`src/gcir_defines.vh`:
```
// Constants for the graphics controller interface register bank.
// Assumes a host port of 4-bit word address and 16-bit data.
`ifndef GCIR_DEFINES_VH
`define GCIR_DEFINES_VH

// ----------------------------------------------------------------------
// Register word addresses
// ----------------------------------------------------------------------
`define GCIR_ADDR_SYS       4'h0
`define GCIR_ADDR_STATUS    4'h1
`define GCIR_ADDR_STCLR     4'h2
`define GCIR_ADDR_INTEN     4'h3
`define GCIR_ADDR_MEM       4'h4
`define GCIR_ADDR_DISP      4'h5
`define GCIR_ADDR_REND      4'h6
`define GCIR_ADDR_INCONV    4'h7

// ----------------------------------------------------------------------
// Writable bit masks
// ----------------------------------------------------------------------
`define GCIR_MASK_SYS       16'hE3FF
`define GCIR_MASK_INTEN     16'hFE00
`define GCIR_MASK_MEM       16'h007C
`define GCIR_MASK_DISP      16'h03FF
`define GCIR_MASK_REND      16'h0041
`define GCIR_MASK_INCONV    16'h0003
`define GCIR_MASK_STATUS    16'h00FE

// ----------------------------------------------------------------------
// Field positions
// ----------------------------------------------------------------------
`define GCIR_SYS_CMDRST     15
`define GCIR_SYS_DISPRST    14
`define GCIR_SYS_DISPEN     13
`define GCIR_SYS_CHANGE     9
`define GCIR_SYS_RSTART     8
`define GCIR_SYS_BM_HI      7
`define GCIR_SYS_BM_LO      6
`define GCIR_MEM_SIZE_HI    6
`define GCIR_MEM_SIZE_LO    4
`define GCIR_MEM_ROW_HI     3
`define GCIR_MEM_ROW_LO     2
`define GCIR_DISP_YCC       9
`define GCIR_DISP_DOT       8
`define GCIR_DISP_TVM_HI    7
`define GCIR_DISP_TVM_LO    6
`define GCIR_DISP_SCM_HI    5
`define GCIR_DISP_SCM_LO    4
`define GCIR_DISP_REF_HI    3
`define GCIR_DISP_REF_LO    0
`define GCIR_REND_WIDTH     6
`define GCIR_REND_DEPTH     0
`define GCIR_INT_LO         9
`define GCIR_ST_BUFSEL      0

// ----------------------------------------------------------------------
// Encodings and reset values
// ----------------------------------------------------------------------
`define GCIR_BM_AUTO        2'h1
`define GCIR_BM_MANUAL      2'h2
`define GCIR_SCM_INTERLACE  2'h2
`define GCIR_INC_DYUV       2'h2
`define GCIR_CLK_MODE3      3'h3
`define GCIR_SYS_RST        16'hC000
`define GCIR_ZERO16         16'h0000
`endif

```
`src/gcir_top.v`:
```
// Host-facing control register bank of the graphics controller.
// Assumes synchronous inputs on core_clk_i; event inputs are one-cycle.
`include "gcir_defines.vh"

module gcir_top (
  input  wire        core_clk_i,
  input  wire        rst_i,
  input  wire [3:0]  addr_i,
  input  wire [15:0] wdata_i,
  input  wire        wr_i,
  input  wire        rd_i,
  output reg  [15:0] rdata_o,
  input  wire [2:0]  clock_mode_pin_i,
  input  wire [6:0]  event_i,
  input  wire        vblank_i,
  input  wire        render_done_i,
  input  wire [15:0] pixel_i,
  output reg         clock_normal_o,
  output reg         command_enable_o,
  output reg         display_sync_run_o,
  output reg         sync_master_o,
  output reg  [15:0] display_data_out_o,
  output reg         render_busy_o,
  output reg         disp_buf_sel_o,
  output reg         dot_clk_en_o,
  output reg         interlace_o,
  output reg         colour_conv_en_o,
  output reg  [1:0]  row_address_sel_o,
  output reg  [2:0]  memory_size_sel_o,
  output reg  [3:0]  refresh_cycles_o,
  output reg         wide_space_o,
  output reg         depth16_o,
  output reg         yuv_conv_o,
  output reg         int_req_o
);

  // --------------------------------------------------------------------
  // Registers
  // --------------------------------------------------------------------
  reg  [15:0] sys_reg;
  reg  [15:0] inten_reg;
  reg  [15:0] mem_reg;
  reg  [15:0] disp_reg;
  reg  [15:0] rend_reg;
  reg  [15:0] inconv_reg;
  reg  [6:0]  flag_reg;
  reg         swap_pend_reg;
  reg         buf_sel_reg;
  reg         div_reg;
  reg  [15:0] rdata_next;
  wire [6:0]  flag_next;

  wire [1:0] buffer_mode = sys_reg[`GCIR_SYS_BM_HI:`GCIR_SYS_BM_LO];

  function sel;
    input [3:0] a;
    input [3:0] b;
    begin
      sel = (a == b);
    end
  endfunction

  // --------------------------------------------------------------------
  // Write decode
  // --------------------------------------------------------------------
  wire wr_sys_w    = wr_i && sel(addr_i, `GCIR_ADDR_SYS);
  wire wr_stclr_w  = wr_i && sel(addr_i, `GCIR_ADDR_STCLR);
  wire wr_inten_w  = wr_i && sel(addr_i, `GCIR_ADDR_INTEN);
  wire wr_mem_w    = wr_i && sel(addr_i, `GCIR_ADDR_MEM);
  wire wr_disp_w   = wr_i && sel(addr_i, `GCIR_ADDR_DISP);
  wire wr_rend_w   = wr_i && sel(addr_i, `GCIR_ADDR_REND);
  wire wr_inconv_w = wr_i && sel(addr_i, `GCIR_ADDR_INCONV);

  // --------------------------------------------------------------------
  // Host write side
  // --------------------------------------------------------------------
  // Host write wins over the done pulse landing in the same cycle
  always @(posedge core_clk_i) begin
    if (rst_i)
      sys_reg <= `GCIR_SYS_RST;
    else if (wr_sys_w)
      sys_reg <= wdata_i & `GCIR_MASK_SYS;
    else if (render_done_i)
      sys_reg[`GCIR_SYS_RSTART] <= 1'b0;
  end

  always @(posedge core_clk_i) begin
    if (rst_i)
      inten_reg <= `GCIR_ZERO16;
    else if (wr_inten_w)
      inten_reg <= wdata_i & `GCIR_MASK_INTEN;
  end

  always @(posedge core_clk_i) begin
    if (rst_i)
      mem_reg <= `GCIR_ZERO16;
    else if (wr_mem_w)
      mem_reg <= wdata_i & `GCIR_MASK_MEM;
  end

  always @(posedge core_clk_i) begin
    if (rst_i)
      disp_reg <= `GCIR_ZERO16;
    else if (wr_disp_w)
      disp_reg <= wdata_i & `GCIR_MASK_DISP;
  end

  always @(posedge core_clk_i) begin
    if (rst_i)
      rend_reg <= `GCIR_ZERO16;
    else if (wr_rend_w)
      rend_reg <= wdata_i & `GCIR_MASK_REND;
  end

  always @(posedge core_clk_i) begin
    if (rst_i)
      inconv_reg <= `GCIR_ZERO16;
    else if (wr_inconv_w)
      inconv_reg <= wdata_i & `GCIR_MASK_INCONV;
  end

  // --------------------------------------------------------------------
  // Status flags
  // --------------------------------------------------------------------
  // Set beats clear so an event in the clearing cycle survives
  genvar gi;
  generate
    for (gi = 0; gi < 7; gi = gi + 1) begin : g_flag
      assign flag_next[gi] = event_i[gi] || (flag_reg[gi] &&
        !(wr_stclr_w && wdata_i[`GCIR_INT_LO + gi]));
    end
  endgenerate

  always @(posedge core_clk_i) begin
    if (rst_i)
      flag_reg <= 7'h00;
    else
      flag_reg <= flag_next;
  end

  // --------------------------------------------------------------------
  // Frame buffer swap
  // --------------------------------------------------------------------
  always @(posedge core_clk_i) begin
    if (rst_i) begin
      swap_pend_reg <= 1'b0;
      buf_sel_reg   <= 1'b0;
    end else begin
      if (vblank_i && (swap_pend_reg ||
          buffer_mode == `GCIR_BM_AUTO)) begin
        buf_sel_reg   <= ~buf_sel_reg;
        swap_pend_reg <= 1'b0;
      end
      if (wr_sys_w &&
          wdata_i[`GCIR_SYS_CHANGE] &&
          wdata_i[`GCIR_SYS_BM_HI:`GCIR_SYS_BM_LO] == `GCIR_BM_MANUAL)
        swap_pend_reg <= 1'b1;
    end
  end

  // --------------------------------------------------------------------
  // Read port, one cycle later
  // --------------------------------------------------------------------
  always @* begin
    rdata_next = `GCIR_ZERO16;
    case (addr_i)
      `GCIR_ADDR_SYS:    rdata_next = sys_reg;
      `GCIR_ADDR_STATUS: rdata_next = {flag_reg, 8'h00, buf_sel_reg};
      `GCIR_ADDR_INTEN:  rdata_next = inten_reg;
      `GCIR_ADDR_MEM:    rdata_next = mem_reg;
      `GCIR_ADDR_DISP:   rdata_next = disp_reg;
      `GCIR_ADDR_REND:   rdata_next = rend_reg;
      `GCIR_ADDR_INCONV: rdata_next = inconv_reg;
      default:           rdata_next = `GCIR_ZERO16;
    endcase
  end

  // --------------------------------------------------------------------
  // Read data register
  // --------------------------------------------------------------------
  // Zero outside the read slot so a stale word never looks valid
  always @(posedge core_clk_i) begin
    if (rst_i)
      rdata_o <= `GCIR_ZERO16;
    else
      rdata_o <= rd_i ? rdata_next : `GCIR_ZERO16;
  end

  // --------------------------------------------------------------------
  // Clock mode and system control outputs
  // --------------------------------------------------------------------
  always @(posedge core_clk_i) begin
    if (rst_i) begin
      clock_normal_o     <= 1'b0;
      command_enable_o   <= 1'b0;
      display_sync_run_o <= 1'b0;
      display_data_out_o <= `GCIR_ZERO16;
      render_busy_o      <= 1'b0;
    end else begin
      clock_normal_o <= (clock_mode_pin_i == `GCIR_CLK_MODE3);
      command_enable_o <= ~sys_reg[`GCIR_SYS_CMDRST];
      display_sync_run_o <= ~sys_reg[`GCIR_SYS_DISPRST];
      display_data_out_o <= sys_reg[`GCIR_SYS_DISPEN] ?
        pixel_i : `GCIR_ZERO16;
      render_busy_o <= sys_reg[`GCIR_SYS_RSTART] &&
        ~sys_reg[`GCIR_SYS_CMDRST];
    end
  end

  // --------------------------------------------------------------------
  // Displayed buffer
  // --------------------------------------------------------------------
  always @(posedge core_clk_i) begin
    if (rst_i)
      disp_buf_sel_o <= 1'b0;
    else
      disp_buf_sel_o <= buf_sel_reg;
  end

  // --------------------------------------------------------------------
  // Dot clock enable
  // --------------------------------------------------------------------
  // Divide by two gives a pulse every other cycle, else every cycle
  always @(posedge core_clk_i) begin
    if (rst_i) begin
      div_reg      <= 1'b0;
      dot_clk_en_o <= 1'b0;
    end else begin
      div_reg      <= ~div_reg;
      dot_clk_en_o <= disp_reg[`GCIR_DISP_DOT] ? div_reg : 1'b1;
    end
  end

  // --------------------------------------------------------------------
  // Display mode outputs
  // --------------------------------------------------------------------
  always @(posedge core_clk_i) begin
    if (rst_i) begin
      sync_master_o    <= 1'b0;
      interlace_o      <= 1'b0;
      colour_conv_en_o <= 1'b0;
      refresh_cycles_o <= 4'h0;
    end else begin
      sync_master_o <= ~sys_reg[`GCIR_SYS_DISPRST] &&
        disp_reg[`GCIR_DISP_TVM_HI:`GCIR_DISP_TVM_LO] == 2'h0;
      interlace_o <= disp_reg[`GCIR_DISP_SCM_HI:`GCIR_DISP_SCM_LO] ==
        `GCIR_SCM_INTERLACE;
      colour_conv_en_o <= disp_reg[`GCIR_DISP_YCC];
      refresh_cycles_o <=
        disp_reg[`GCIR_DISP_REF_HI:`GCIR_DISP_REF_LO];
    end
  end

  // --------------------------------------------------------------------
  // Memory mode outputs
  // --------------------------------------------------------------------
  always @(posedge core_clk_i) begin
    if (rst_i) begin
      row_address_sel_o <= 2'h0;
      memory_size_sel_o <= 3'h0;
    end else begin
      row_address_sel_o <=
        mem_reg[`GCIR_MEM_ROW_HI:`GCIR_MEM_ROW_LO];
      memory_size_sel_o <=
        mem_reg[`GCIR_MEM_SIZE_HI:`GCIR_MEM_SIZE_LO];
    end
  end

  // --------------------------------------------------------------------
  // Rendering and input conversion outputs
  // --------------------------------------------------------------------
  always @(posedge core_clk_i) begin
    if (rst_i) begin
      wide_space_o <= 1'b0;
      depth16_o    <= 1'b0;
      yuv_conv_o   <= 1'b0;
    end else begin
      wide_space_o <= rend_reg[`GCIR_REND_WIDTH];
      depth16_o    <= rend_reg[`GCIR_REND_DEPTH];
      yuv_conv_o   <= inconv_reg[1:0] == `GCIR_INC_DYUV;
    end
  end

  // --------------------------------------------------------------------
  // Interrupt request
  // --------------------------------------------------------------------
  // Level request; it drops once software clears the flag or its enable bit
  always @(posedge core_clk_i) begin
    if (rst_i)
      int_req_o <= 1'b0;
    else
      int_req_o <= |(flag_reg & inten_reg[15:`GCIR_INT_LO]);
  end

endmodule

```
`config.mk`:
```
export PLATFORM = sky130hd
export DESIGN_NAME = gcir_top
export DESIGN_NICKNAME = d
export VERILOG_FILES = /design/src/gcir_top.v
export VERILOG_INCLUDE_DIRS = /design/src
export SDC_FILE = /design/constraint.sdc
export NUM_CORES = 1
export LEC_CHECK = 0
export BUFFER_PORTS_ARGS = -buffer_cell sky130_fd_sc_hd__buf_2
export CAP_MARGIN = 20
export CORE_MARGIN = 2
export CORE_UTILIZATION = 55
export CTS_BUF_LIST = sky130_fd_sc_hd__clkbuf_4 sky130_fd_sc_hd__clkbuf_8 sky130_fd_sc_hd__clkbuf_16
export DETAILED_ROUTE_END_ITERATION = 8
export GPL_TIMING_DRIVEN = 0
export HOLD_SLACK_MARGIN = 0.02
export PLACE_DENSITY = 0.88
export SYNTH_ARGS = -nofsm -noshare
export SYNTH_HDL_FRONTEND = slang
export SYNTH_SLANG_ARGS = --single-unit
```
`constraint.sdc`:
```
create_clock -name core_clk_i -period 2.3 [get_ports core_clk_i]
set_clock_uncertainty 0.1 [all_clocks]
set_input_delay 0.23 -clock core_clk_i [delete_from_list [all_inputs] [get_ports core_clk_i]]
set_output_delay 0.23 -clock core_clk_i [all_outputs]
set_load 0.05 [all_outputs]
```
# Word level (Yosys, flattened, before mapping)
# Index checks and enable logic that the tools add are counted.
[totals] word_cells=102 output_inout_bits=54 reg_bits=103
[classes] n_mux=6 reduce_logical=48 n_eq_ne=12 bitwise_logic=7
[op_table] cell="$pmux W16 S7" n=1
[op_table] cell="$logic_and A1 B1 Y1" n=26
[op_table] cell="$eq A4 B3 Y1 const B" n=4
[op_table] cell="$eq A4 B2 Y1 const B" n=2
[op_table] cell="$logic_or A1 B1 Y1" n=8
[op_table] cell="$and A7 B7 Y7" n=1
[op_table] cell="$logic_not A1 Y1" n=7
[op_table] cell="$reduce_or A7 Y1" n=1
[op_table] cell="$eq A2 B2 Y1 const B" n=3
[op_table] cell="$not A1 Y1" n=6
[op_table] cell="$mux W1" n=5
[op_table] cell="$eq A4 B1 Y1 const B" n=1
[op_table] cell="$logic_not A4 Y1" n=1
[op_table] cell="$reduce_bool A2 Y1" n=2
[op_table] cell="$reduce_or A2 Y1" n=2
[op_table] cell="$eq A3 B2 Y1 const B" n=1
[op_table] cell="$eq A2 B1 Y1 const B" n=1
[op_table] cell="$logic_not A2 Y1" n=1

# Longest topological paths before layout
# Gate-level depths: netlist of run 1.
[depth] ltp_word=6 mapped_depth=6 ltp_nobuf=4

# Least setup slack after synthesis of run 1
# No wires, ideal clock.
[synth_timing] kind="input -> register" from="in addr_i[0]" to="reg flag_reg[0]" arrival_time_ns=1.285 t_required_ns=2.062 cell_stages=5 n_path_buf=1 setup_time_ns=0.138 path_slack_ns=0.777 path_cell_list="buf_4 > nand2b_1 > or3_2 > o21ai_0 > a21oi_1"
[synth_between] elab_chain_cells=6
[synth_lines] item="from (decl)" line="gcir_top.v:8" text="input wire [3:0] addr_i,"
[synth_lines] item="$eq A4 B2 Y1" line="gcir_top.v:59" text="sel = (a == b);"
[synth_lines] item="$logic_and A1 B1 Y1" line="gcir_top.v:67" text="wire wr_stclr_w = wr_i && sel(addr_i, `GCIR_ADDR_STCLR);"
[synth_lines] item="$logic_and A1 B1 Y1" line="gcir_top.v:130" text="!(wr_stclr_w && wdata_i[`GCIR_INT_LO + gi]));"
[synth_lines] item="$logic_not A1 Y1" line="gcir_top.v:130"
[synth_lines] item="$logic_and A1 B1 Y1" line="gcir_top.v:129" text="assign flag_next[gi] = event_i[gi] || (flag_reg[gi] &&"
[synth_lines] item="$logic_or A1 B1 Y1" line="gcir_top.v:129"
[synth_lines] item="to (signal assigned)" line="gcir_top.v:138" text="flag_reg <= flag_next;"
[synth_lines] item="to (decl)" line="gcir_top.v:46" text="reg [6:0] flag_reg;"
# No other way between the ends.
# A chain may end at the register's enable or synchronous reset.

# Worst setup path in the final report of run 1
[layout_timing] from="in rst_i" to="reg clock_normal_o"
[layout_rtl] item="from (decl)" line="gcir_top.v:7" text="input wire rst_i,"
[layout_rtl] item="to (signal assigned)" line="gcir_top.v:200" text="clock_normal_o <= (clock_mode_pin_i == `GCIR_CLK_MODE3);"
[layout_rtl] item="to (decl)" line="gcir_top.v:18" text="output reg clock_normal_o,"
# No word-level cell between the ends.

==> out/results.txt, run 1 <==
Period utilization = 0.635
Critical Path Slowest Stage Cell = dlygate4sd3_1
Maximum vdd drop = 0.435 mV
Die H = 86.0 µm
Max Freq = 685 MHz
Post-DR vias/cell = 5.33
Setup_tns = 0 ps
Initial core utilization = 0.575
Max Fanout on Critical Path = 10
Area Growth Syn to Fin = 29.2%
#FFs+latches synth = 103
CTS tree = built
WL final = 9.23 mm
Die width = 86.0 µm
Critical Path Most Common Cell = clkbuf_1
Worst EP arrival = 1630 ps
Status = finished clean
Detailed placement HPWL = 6.21 mm
Initial antenna violation count = 0
Share of cells above drive strength 1 = 0.284
Setup crit end kind = flop
Core area = 6420 µm²
Io pins = 106
Count leader, synth = dfxtp_1
YS warnings = 0
PortBufs = 102
Worst Max-Slew Pin Slew = 895 ps
Global-route wire length before repair = 14.5 mm
Power per Cell Area = 655 nW/µm²
# setup viols final = 0
Mux share of post-synthesis cell area = 0.103
Overall Global Routing Usage = 0.256
P_leak = 2.05 nW
Sequential-to-total area share from yosys stat = 0.558
Row count = 29
Synth Area in Compound Gates = 0.0914
# nets final = 564
Clock latency on the worst-skew pair = 370 ps
R2R setup slack = 970 ps
Critical Setup Path Class = in -> reg
Post-synthesis adder-cell area fraction = 0
WP data required = 2470 ps
Tmin final = 1460 ps
Max transition margin = 0.400
Buf+Inv Stages, Crit Path = 3
Reg clk slew, reported paths = 100 ps
Syn nets = 422
Max cap viols = 0
Syn avg cell area = 9.99 µm²
Placer Congestion = 0.910
Final hold viol count = 0
Core Util, Final = 0.743
CP top delay family = buffers and inverters
Largest family of logic cells by synthesized area = simple AND/OR/NAND/NOR gates
Htree depth = 3
Synth cell types = 38
Synth Area in XOR/XNOR = 0.00237
DR WL/cell = 15.5 µm
Starting DRC count in detailed routing = 196
RSZ-0062 raised after global routing = false
CTS sink cnt = 103
Diode count = 0
Ys flop type = dfxtp_1
Antenna Violating Nets Remaining = 0
Yosys top cell by area = dfxtp_1
Hold Path Class = in -> reg
Largest cells by area after synthesis = dfxtp_1 56%, mux2i_1 8.1%, nor2_1 4.5%
Area share of the largest cell type after synthesis = 0.558
Largest net degree at the start of global routing = 19
Fill cells = 451
Synth async-reset ratio = 0
Fin. max-slew vios = 0
Worst Setup Start Kind = input port
Crit-path cells = clkbuf_1 -> clkbuf_1 -> nor3_1 -> dlygate4sd3_1
Remaining DRCs = 0
Clock root cell = clkbuf_8
Maximum clock insertion buffer count = 2
Synth top cells by count = 103 x dfxtp_1, 44 x nor2_1, 39 x nand2_1
Gate Count Post-Synth = 370
Vias in the first global route = 3091
Synth Area in Simple Gates = 0.204
Vias after detailed routing = 3168
Drt first pass iters = 5
Die area = 7390 µm²
Total grt overflow = 0
Mapped Area = 3690 µm²
EDFF count, synth = 0
Critical Path Max Stage Delay = 570 ps
TritonCTS Buffers = 9
Post-CTS Resized = 0
## routing by layer
layer	GRT usage	wire length, µm
met1	0.300	3700
met2	0.454	4690
met3	0.0433	637
met4	0.118	215
met5	0	0
## path summary, 6_finish.rpt
kind | cells past startpoint | to | from
min | 3 | sys_reg[1] | wdata_i[1]
max | 4 | clock_normal_o | rst_i
min reg2reg | 1 | div_reg | div_reg
max reg2reg | 3 | display_data_out_o[5] | sys_reg[13]
## tightest hold or removal path: stages
cell and delay, ps:
buf_2 120, nand2_1 50, a21oi_1 50
## cell type report
class	instances	area [µm²]	area share
Buffer	20	119	0.0249
Clock buffer	9	124	0.0260
Clock inverter	7	56.3	0.0118
Inverter	9	33.8	0.00708
Multi-Input combinational cell	238	1480	0.310
Sequential cell	103	2060	0.432
Tap cell	77	96.3	0.0202
Timing Repair Buffer	131	801	0.168
## kinds of logic after synthesis
logic type,after synthesis
AND/OR/NAND/NOR,144
flip-flops,103
buffers and inverters,29
XOR/XNOR,1
multiplexers,37
AO/OA/AOI/OAI,56
## what timing repair did
| item | in CTS | in global routing |
|---|---|---|
| setup buffers | 0 | 0 |
| hold endpoints to repair | 28 | 0 |
| hold buffers | 29 | 0 |
## cells in the final DEF, fill, tap and decap left out, drive strengths merged
cell	n
nor2	44
clkbuf	19
nand2	39
nand3b	4
mux2i	30
a221oi	1
inv	11
nor3b	5
clkinvlp	3
a222oi	1
nand3	3
and2	18
nand2b	3
mux2	7
nand4b	2
a32oi	3
xor2	1
a22oi	7
dlygate4sd3	29
a31oi	2
or3	1
nor4	2
nor3	7
clkinv	2
a21oi	29
buf	112
o21ai	12
o211ai	1
dfxtp	103
nor2b	16
## report_power, final
group	total [mW]	internal, mW	switching [mW]	leakage (nW)
logic	0.268	0.117	0.150	1.13
registers	1.82	1.81	0.0155	0.834
clock network	1.03	0.404	0.630	0.0838
## per-stage QoR
| stage | cells | area, µm² | hold WS (ps) | power (mW) | worst slack [ps] |
|---|---|---|---|---|---|
| 6_report | 594 | 4770 | 34.1 | 3.12 | 839 |
| 5_1_grt | 594 | 4770 | 31.1 | 3.22 | 737 |
| 3_3_place_gp | 549 | 4300 | 294 | 2.08 | 538 |
| 2_1_floorplan | 370 | 3690 | 207 | 1.99 | 777 |
| 3_5_place_dp | 549 | 4300 | 307 | 2.09 | 504 |
| 4_1_cts | 594 | 4770 | 23.8 | 3.13 | 868 |
(Power assumes the default switching activity.)
==> inputs of run 2 (changes only) <==
--- a/config.mk
+++ b/config.mk
@@ -9,12 +9,12 @@
 export BUFFER_PORTS_ARGS = -buffer_cell sky130_fd_sc_hd__buf_2
 export CAP_MARGIN = 20
 export CORE_MARGIN = 2
-export CORE_UTILIZATION = 55
+export CORE_UTILIZATION = 51
 export CTS_BUF_LIST = sky130_fd_sc_hd__clkbuf_4 sky130_fd_sc_hd__clkbuf_8 sky130_fd_sc_hd__clkbuf_16
 export DETAILED_ROUTE_END_ITERATION = 8
 export GPL_TIMING_DRIVEN = 0
 export HOLD_SLACK_MARGIN = 0.02
-export PLACE_DENSITY = 0.88
+export PLACE_DENSITY = 0.83
 export SYNTH_ARGS = -nofsm -noshare
 export SYNTH_HDL_FRONTEND = slang
 export SYNTH_SLANG_ARGS = --single-unit
==> constraint.sdc (replaced) <==
create_clock -name core_clk_i -period 1.5 [get_ports core_clk_i]
set_clock_uncertainty 0.1 [all_clocks]
set_input_delay 0.15 -clock core_clk_i [delete_from_list [all_inputs] [get_ports core_clk_i]]
set_output_delay 0.15 -clock core_clk_i [all_outputs]
set_load 0.05 [all_outputs]
==> run 2 against run 1 <==
Wire length grew 9.8%. Die area grew 7.5%. Worst setup slack lost 780 ps. Clock-buffer cell count grew 3. Hold slack gained 78 ps. Combinational power grew 66%. Non-clock buffer count grew 15. Clock power grew 73%. First-iteration DRC count grew 94%. Final cell count grew 6.2%. Critical path type unchanged. Highest routed layer unchanged.
==> out/results.txt, run 2 (same netlist as run 1, synthesis figures left out) <==
TritonCTS Buffers = 9 (unchanged)
Detailed placement HPWL = 6.53 mm (+5.1%)
Worst EP arrival = 1570 ps (-60 ps)
Overall Global Routing Usage = 0.263 (+0.00709)
Htree depth = 3 (unchanged)
Die width = 89.1 µm (+3.7%)
Area of the multi-input gates = 1480 µm² (+0.17%)
Largest net degree at the start of global routing = 17 (-2)
Total grt overflow = 0 (unchanged)
Io pins = 106 (unchanged)
PortBufs = 102 (unchanged)
Core area = 7140 µm² (+11%)
P_sw = 1.18 mW (+49%)
Maximum clock insertion buffer count = 2 (unchanged)
Worst Max-Slew Pin Slew = 671 ps (-225 ps)
Tmin final = 1440 ps
Diode count = 0 (unchanged)
Hold Path Class = in -> reg
Maximum vdd drop = 0.530 mV (+22%)
Initial core utilization = 0.518 (-0.0576)
RSZ-0062 raised after global routing = false
Max cap viols = 0 (unchanged)
Sw frac = 0.236 (-0.0192)
Die H = 89.1 µm (+3.7%)
Most common cell after layout, fill and taps aside = buf_2
Core Util, Final = 0.697 (-0.0456)
Area Growth Syn to Fin = 34.7%
Die area = 7940 µm² (+7.5%)
Period utilization = 0.960
Fin. max-slew vios = 0 (unchanged)
Initial antenna violation count = 0 (unchanged)
Placer Congestion = 0.924 (+1.5%)
Sequential Power Share = 0.557 (-0.026)
Reg clk slew, reported paths = 90 ps (about the same)
Final hold viol count = 0 (unchanged)
Pre-CTS WS = -322 ps (-826 ps)
Setup crit end kind = flop
Vias in the first global route = 3267 (+5.7%)
DR WL/cell = 16.1 µm (+3.3%)
Max Fanout on Critical Path = 10 (unchanged)
Remaining DRCs = 0 (unchanged)
Clock root cell = clkbuf_8
Clock latency on the worst-skew pair = 360 ps (about the same)
# setup viols final = 0 (unchanged)
Row count = 31 (+6.9%)
Max Freq = 694 MHz
# nets final = 579 (+2.7%)
P_int = 3.84 mW (+65%)
P_leak = 2.13 nW (+4.0%)
CTS tree = built
Final Power = 5.02 mW (+61%)
Worst Setup Start Kind = input port
CTS sink cnt = 103 (unchanged)
Fill cells = 554 (+23%)
Placed Instance Area = 4330 µm² (+0.64%)
Setup_tns = 0 ps (unchanged)
Register Area = 2060 µm² (unchanged)
Antenna Violating Nets Remaining = 0 (unchanged)
Setup ws final = 59.5 ps (-780 ps)
Global-route wire length before repair = 15.5 mm (+6.9%)
Combinational Power Share = 0.089 (+0.003)
WL final = 10.1 mm (+9.8%)
Starting DRC count in detailed routing = 381 (+94%)
Clk pwr share = 0.354 (+0.023)
Final instance area = 4980 µm² (+4.3%)
Post-DR vias/cell = 5.29 (-0.72%)
Vias after detailed routing = 3341 (+5.5%)
WP data required = 1630 ps (-840 ps)
Share of cells above drive strength 1 = 0.282 (-0.00238)
Power per Cell Area = 1010 nW/µm² (+54%)
Most frequent cells in the layout = 106 x buf_2, 103 x dfxtp_1, 44 x nor2_1
Status = finished clean
Critical Setup Path Class = in -> reg
Max transition margin = 0.553 (+0.152)
Drt first pass iters = 7 (+2)
==> run 2: cell count changes in the layout (fill, tap and decap cells not counted), sizes merged <==
cell         before  now
bufinv            0    1
inv              11   10
clkbuf           19   22
clkinvlp          3    2
clkinv            2    0
buf             112  113
dlygate4sd3      29   43
==> run 2: power by group through the flow <==
stage | logic, mW | registers, mW | clock network [mW]
detailed placement | 0.345 | 2.86 | 0
floorplan | 0.171 | 2.89 | 0
global placement | 0.339 | 2.86 | 0
CTS | 0.430 | 2.79 | 1.81
global route | 0.477 | 2.80 | 1.91
finish | 0.446 | 2.80 | 1.78
==> run 2: routing by layer <==
metal | part of all wire | vias to the layer above | wire [µm] | GRT usage
li1 | - | 1559 | - | -
met1 | 0.40 | 1537 | 4020 | 0.304
met2 | 0.48 | 202 | 4820 | 0.444
met3 | 0.089 | 43 | 902 | 0.0609
met4 | 0.038 | 0 | 387 | 0.155
met5 | 0 | - | 0 | 0
==> run 2: worst paths after layout <==
| kind | slack (ps) | end | start | cells after the start |
|---|---|---|---|---|
| worst max register to register | 210 | display_data_out_o[10] | sys_reg[13] | 3 |
| worst min register to register | 320 | div_reg | div_reg | 1 |
| worst max-delay path | 60 | sys_reg[7] | addr_i[3] | 6 |
| worst min-delay path | 110 | rend_reg[0] | wr_i | 5 |
==> run 2: layout make-up <==
type                    instances  area share
plain buffers                  20      0.0241
flip-flops and latches        103       0.414
repair buffers                146       0.191
clock buffers                  12      0.0307
well taps                      99      0.0249
clock inverters                 4      0.0108
multi-input cells             238       0.298
inverters                       9     0.00679
==> run 2: critical path: stages <==
cell and delay, ps:
buf_6 120, nor4_4 600, nand2_1 260, buf_2 270
nand2_1 110, a21oi_2 60
==> run 2: metrics by stage <==
step	cells	hold slack, ps
2_1_floorplan	370	127
3_3_place_gp	571	213
3_5_place_dp	571	216
4_1_cts	630	87.4
5_1_grt	631	120
6_report	631	112
==> run 2: repair_timing <==
action	CTS	global route
endpoints found under the hold margin	62	0
resized for setup	0	3
setup buffers	0	1
hold buffers	43	0
endpoints found under the setup margin	0	12
==> inputs of run 3 (changes only) <==
--- a/config.mk
+++ b/config.mk
@@ -14,7 +14,7 @@
 export DETAILED_ROUTE_END_ITERATION = 8
 export GPL_TIMING_DRIVEN = 0
 export HOLD_SLACK_MARGIN = 0.02
-export PLACE_DENSITY = 0.83
+export PLACE_DENSITY = 0.82
 export SYNTH_ARGS = -nofsm -noshare
 export SYNTH_HDL_FRONTEND = slang
 export SYNTH_SLANG_ARGS = --single-unit
==> run 3 against run 2 <==
Final cell count grew 0.16%. Core utilization down 0.30 points. Cell area shrank 0.43%. Via count fell by 2.6%. Non-clock buffer count grew 2. Fmax is 1.3% higher. Hold slack got worse by 4.5 ps. Sequential power hardly changed. Clock-buffer cell count is the same. Critical path type unchanged. Largest power group unchanged.
==> out/results.txt, run 3 (same netlist as run 1, synthesis figures left out) <==
Diode count = 0 (unchanged)
Power per Cell Area = 969 nW/µm² (-3.9%)
DR WL/cell = 15.8 µm (-1.9%)
P_int = 3.65 mW (-4.8%)
Worst Hold Margin = 107 ps (-4.48 ps)
R2R setup slack = 160 ps (-50 ps)
Overall Global Routing Usage = 0.259 (-0.00415)
Sw frac = 0.240 (+0.00424)
Most frequent cells in the layout = 106 x buf_2, 103 x dfxtp_1, 44 x nor2_1
Die H = 89.1 µm (unchanged)
Fin. max-slew vios = 0 (unchanged)
Hold path startpoint = wr_i
RSZ-0062 raised after global routing = false
Largest net degree at the start of global routing = 16 (-1)
R2R Path Start = sys_reg[13]
CTS tree = built
Core area = 7140 µm² (unchanged)
WL final = 9.96 mm (-1.8%)
Share of cells above drive strength 1 = 0.281 (-0.000529)
Max Fanout on Critical Path = 10 (unchanged)
Setup ws final = 78.1 ps (+18.6 ps)
Starting DRC count in detailed routing = 293 (-23%)
# placed instances = 571 (unchanged)
Register Area = 2060 µm² (unchanged)
Final instance area = 4960 µm² (-0.43%)
# nets final = 581 (+0.35%)
Reg clk slew, reported paths = 90 ps (about the same)
Period utilization = 0.948 (-0.0124)
Max transition margin = 0.322 (-0.230)
Status = finished clean
Die width = 89.1 µm (unchanged)
Hold Path Class = in -> reg
Antenna Violating Nets Remaining = 0 (unchanged)
Drt first pass iters = 5 (-2)
Clock root cell = clkbuf_8
Detailed placement HPWL = 6.32 mm (-3.2%)
Total grt overflow = 0 (unchanged)
Vias after detailed routing = 3253 (-2.6%)
Crit Reg-Reg Endpoint = display_data_out_o[12]
Clk pwr share = 0.325 (-0.029)
Io pins = 106 (unchanged)
Post-Layout Cell Count = 632 (+0.16%)
CTS sink cnt = 103 (unchanged)
Worst Setup Start Kind = input port
Max Freq = 703 MHz (+1.3%)
Setup crit end kind = flop
Tmin final = 1420 ps (-18.6 ps)
Combinational Power Share = 0.093 (+0.004)
Area Growth Syn to Fin = 34.1%
Vias in the first global route = 3111 (-4.8%)
Maximum clock insertion buffer count = 2 (unchanged)
Clock latency on the worst-skew pair = 370 ps (about the same)
Htree depth = 3 (unchanged)
Initial antenna violation count = 0 (unchanged)
WP data required = 1600 ps (-30 ps)
Global-route wire length before repair = 15.6 mm (about the same)
Hold Crit Endpoint = rend_reg[0]
Initial core utilization = 0.518 (unchanged)
Worst EP arrival = 1530 ps (-40 ps)
Placed Instance Area = 4330 µm² (unchanged)
Die area = 7940 µm² (unchanged)
Area of the multi-input gates = 1480 µm² (-0.17%)
Reg2reg path depth = 3 (unchanged)
Most common cell after layout, fill and taps aside = buf_2
P_sw = 1.15 mW (-2.6%)
Final hold viol count = 0 (unchanged)
# setup viols final = 0 (unchanged)
P_leak = 2.13 nW (-0.14%)
Pre-CTS WS = -281 ps (+41.0 ps)
Final Power = 4.80 mW (-4.3%)
PortBufs = 102 (unchanged)
Max cap viols = 0 (unchanged)
Sequential Power Share = 0.582 (+0.025)
Row count = 31 (unchanged)
Worst Max-Slew Pin Slew = 1010 ps (+341 ps)
Fill cells = 568 (+2.5%)
Placer Congestion = 0.921 (-0.25%)
Hold depth = 5 (unchanged)
Post-DR vias/cell = 5.15 (-2.8%)
TritonCTS Buffers = 9 (unchanged)
Critical Setup Path Class = in -> reg
Maximum vdd drop = 0.404 mV (-24%)
Remaining DRCs = 0 (unchanged)
## run 3: cell count changes in the layout (fill, tap and decap cells not counted)
cell,change
buf_4,+2
bufinv_16,-1
clkinv_2,+1
inv_6,-1
nor2b_1,+1
nor2b_2,-1
## run 3: area by class of cell
type,instances,share of cell area
inverters,9,0.00682
clock buffers,12,0.0308
plain buffers,20,0.0242
multi-input cells,238,0.299
repair buffers,148,0.194
clock inverters,3,0.00404
flip-flops and latches,103,0.416
well taps,99,0.0250
## run 3: repair_timing
action | 4_1_cts | 5_1_grt
resized for setup | 0 | 2
hold buffers | 43 | 0
endpoints found under the setup margin | 0 | 10
hold endpoints to repair | 62 | 0
setup buffers | 0 | 3
## run 3: worst max path at each step
stage           startpoint                endpoint  slack [ps]  cells after the start
2_1_floorplan    addr_i[0]             flag_reg[0]          60                      5
3_3_place_gp     addr_i[3]              sys_reg[7]        -260                      6
3_5_place_dp     addr_i[3]              sys_reg[7]        -280                      6
4_1_cts              rst_i          clock_normal_o          80                      4
5_1_grt        sys_reg[13]  display_data_out_o[12]          10                      3
6_report         addr_i[0]              rdata_o[7]          80                      4
## run 3: metrics by stage
step | TNS, ps | util
CTS | 0 | 0.691
detailed placement | -8280 | 0.607
global placement | -7500 | 0.607
finish | 0 | 0.694
global route | 0 | 0.694
floorplan | 0 | -
## run 3: power groups by stage
stage                     clock (mW)  sequential, mW  combinational, mW
after floorplan                    0            2.89              0.171
after global placement             0            2.86              0.340
after detailed placement           0            2.86              0.346
after CTS                       1.58            2.79              0.433
after global routing            1.69            2.80              0.481
final                           1.56            2.79              0.446
## run 3: per-layer routing
layer / up-vias / track usage / wire length (µm)
li1: 1554 / - / -
met1: 1516 / 0.334 / 4180
met2: 169 / 0.432 / 4790
met3: 14 / 0.0452 / 821
met4: 0 / 0.102 / 168
met5: - / 0 / 0
## run 3: critical path, stage by stage
cell	delay [ps]
buf_4	160
nand2b_1	220
o211ai_1	830
nor2_1	160
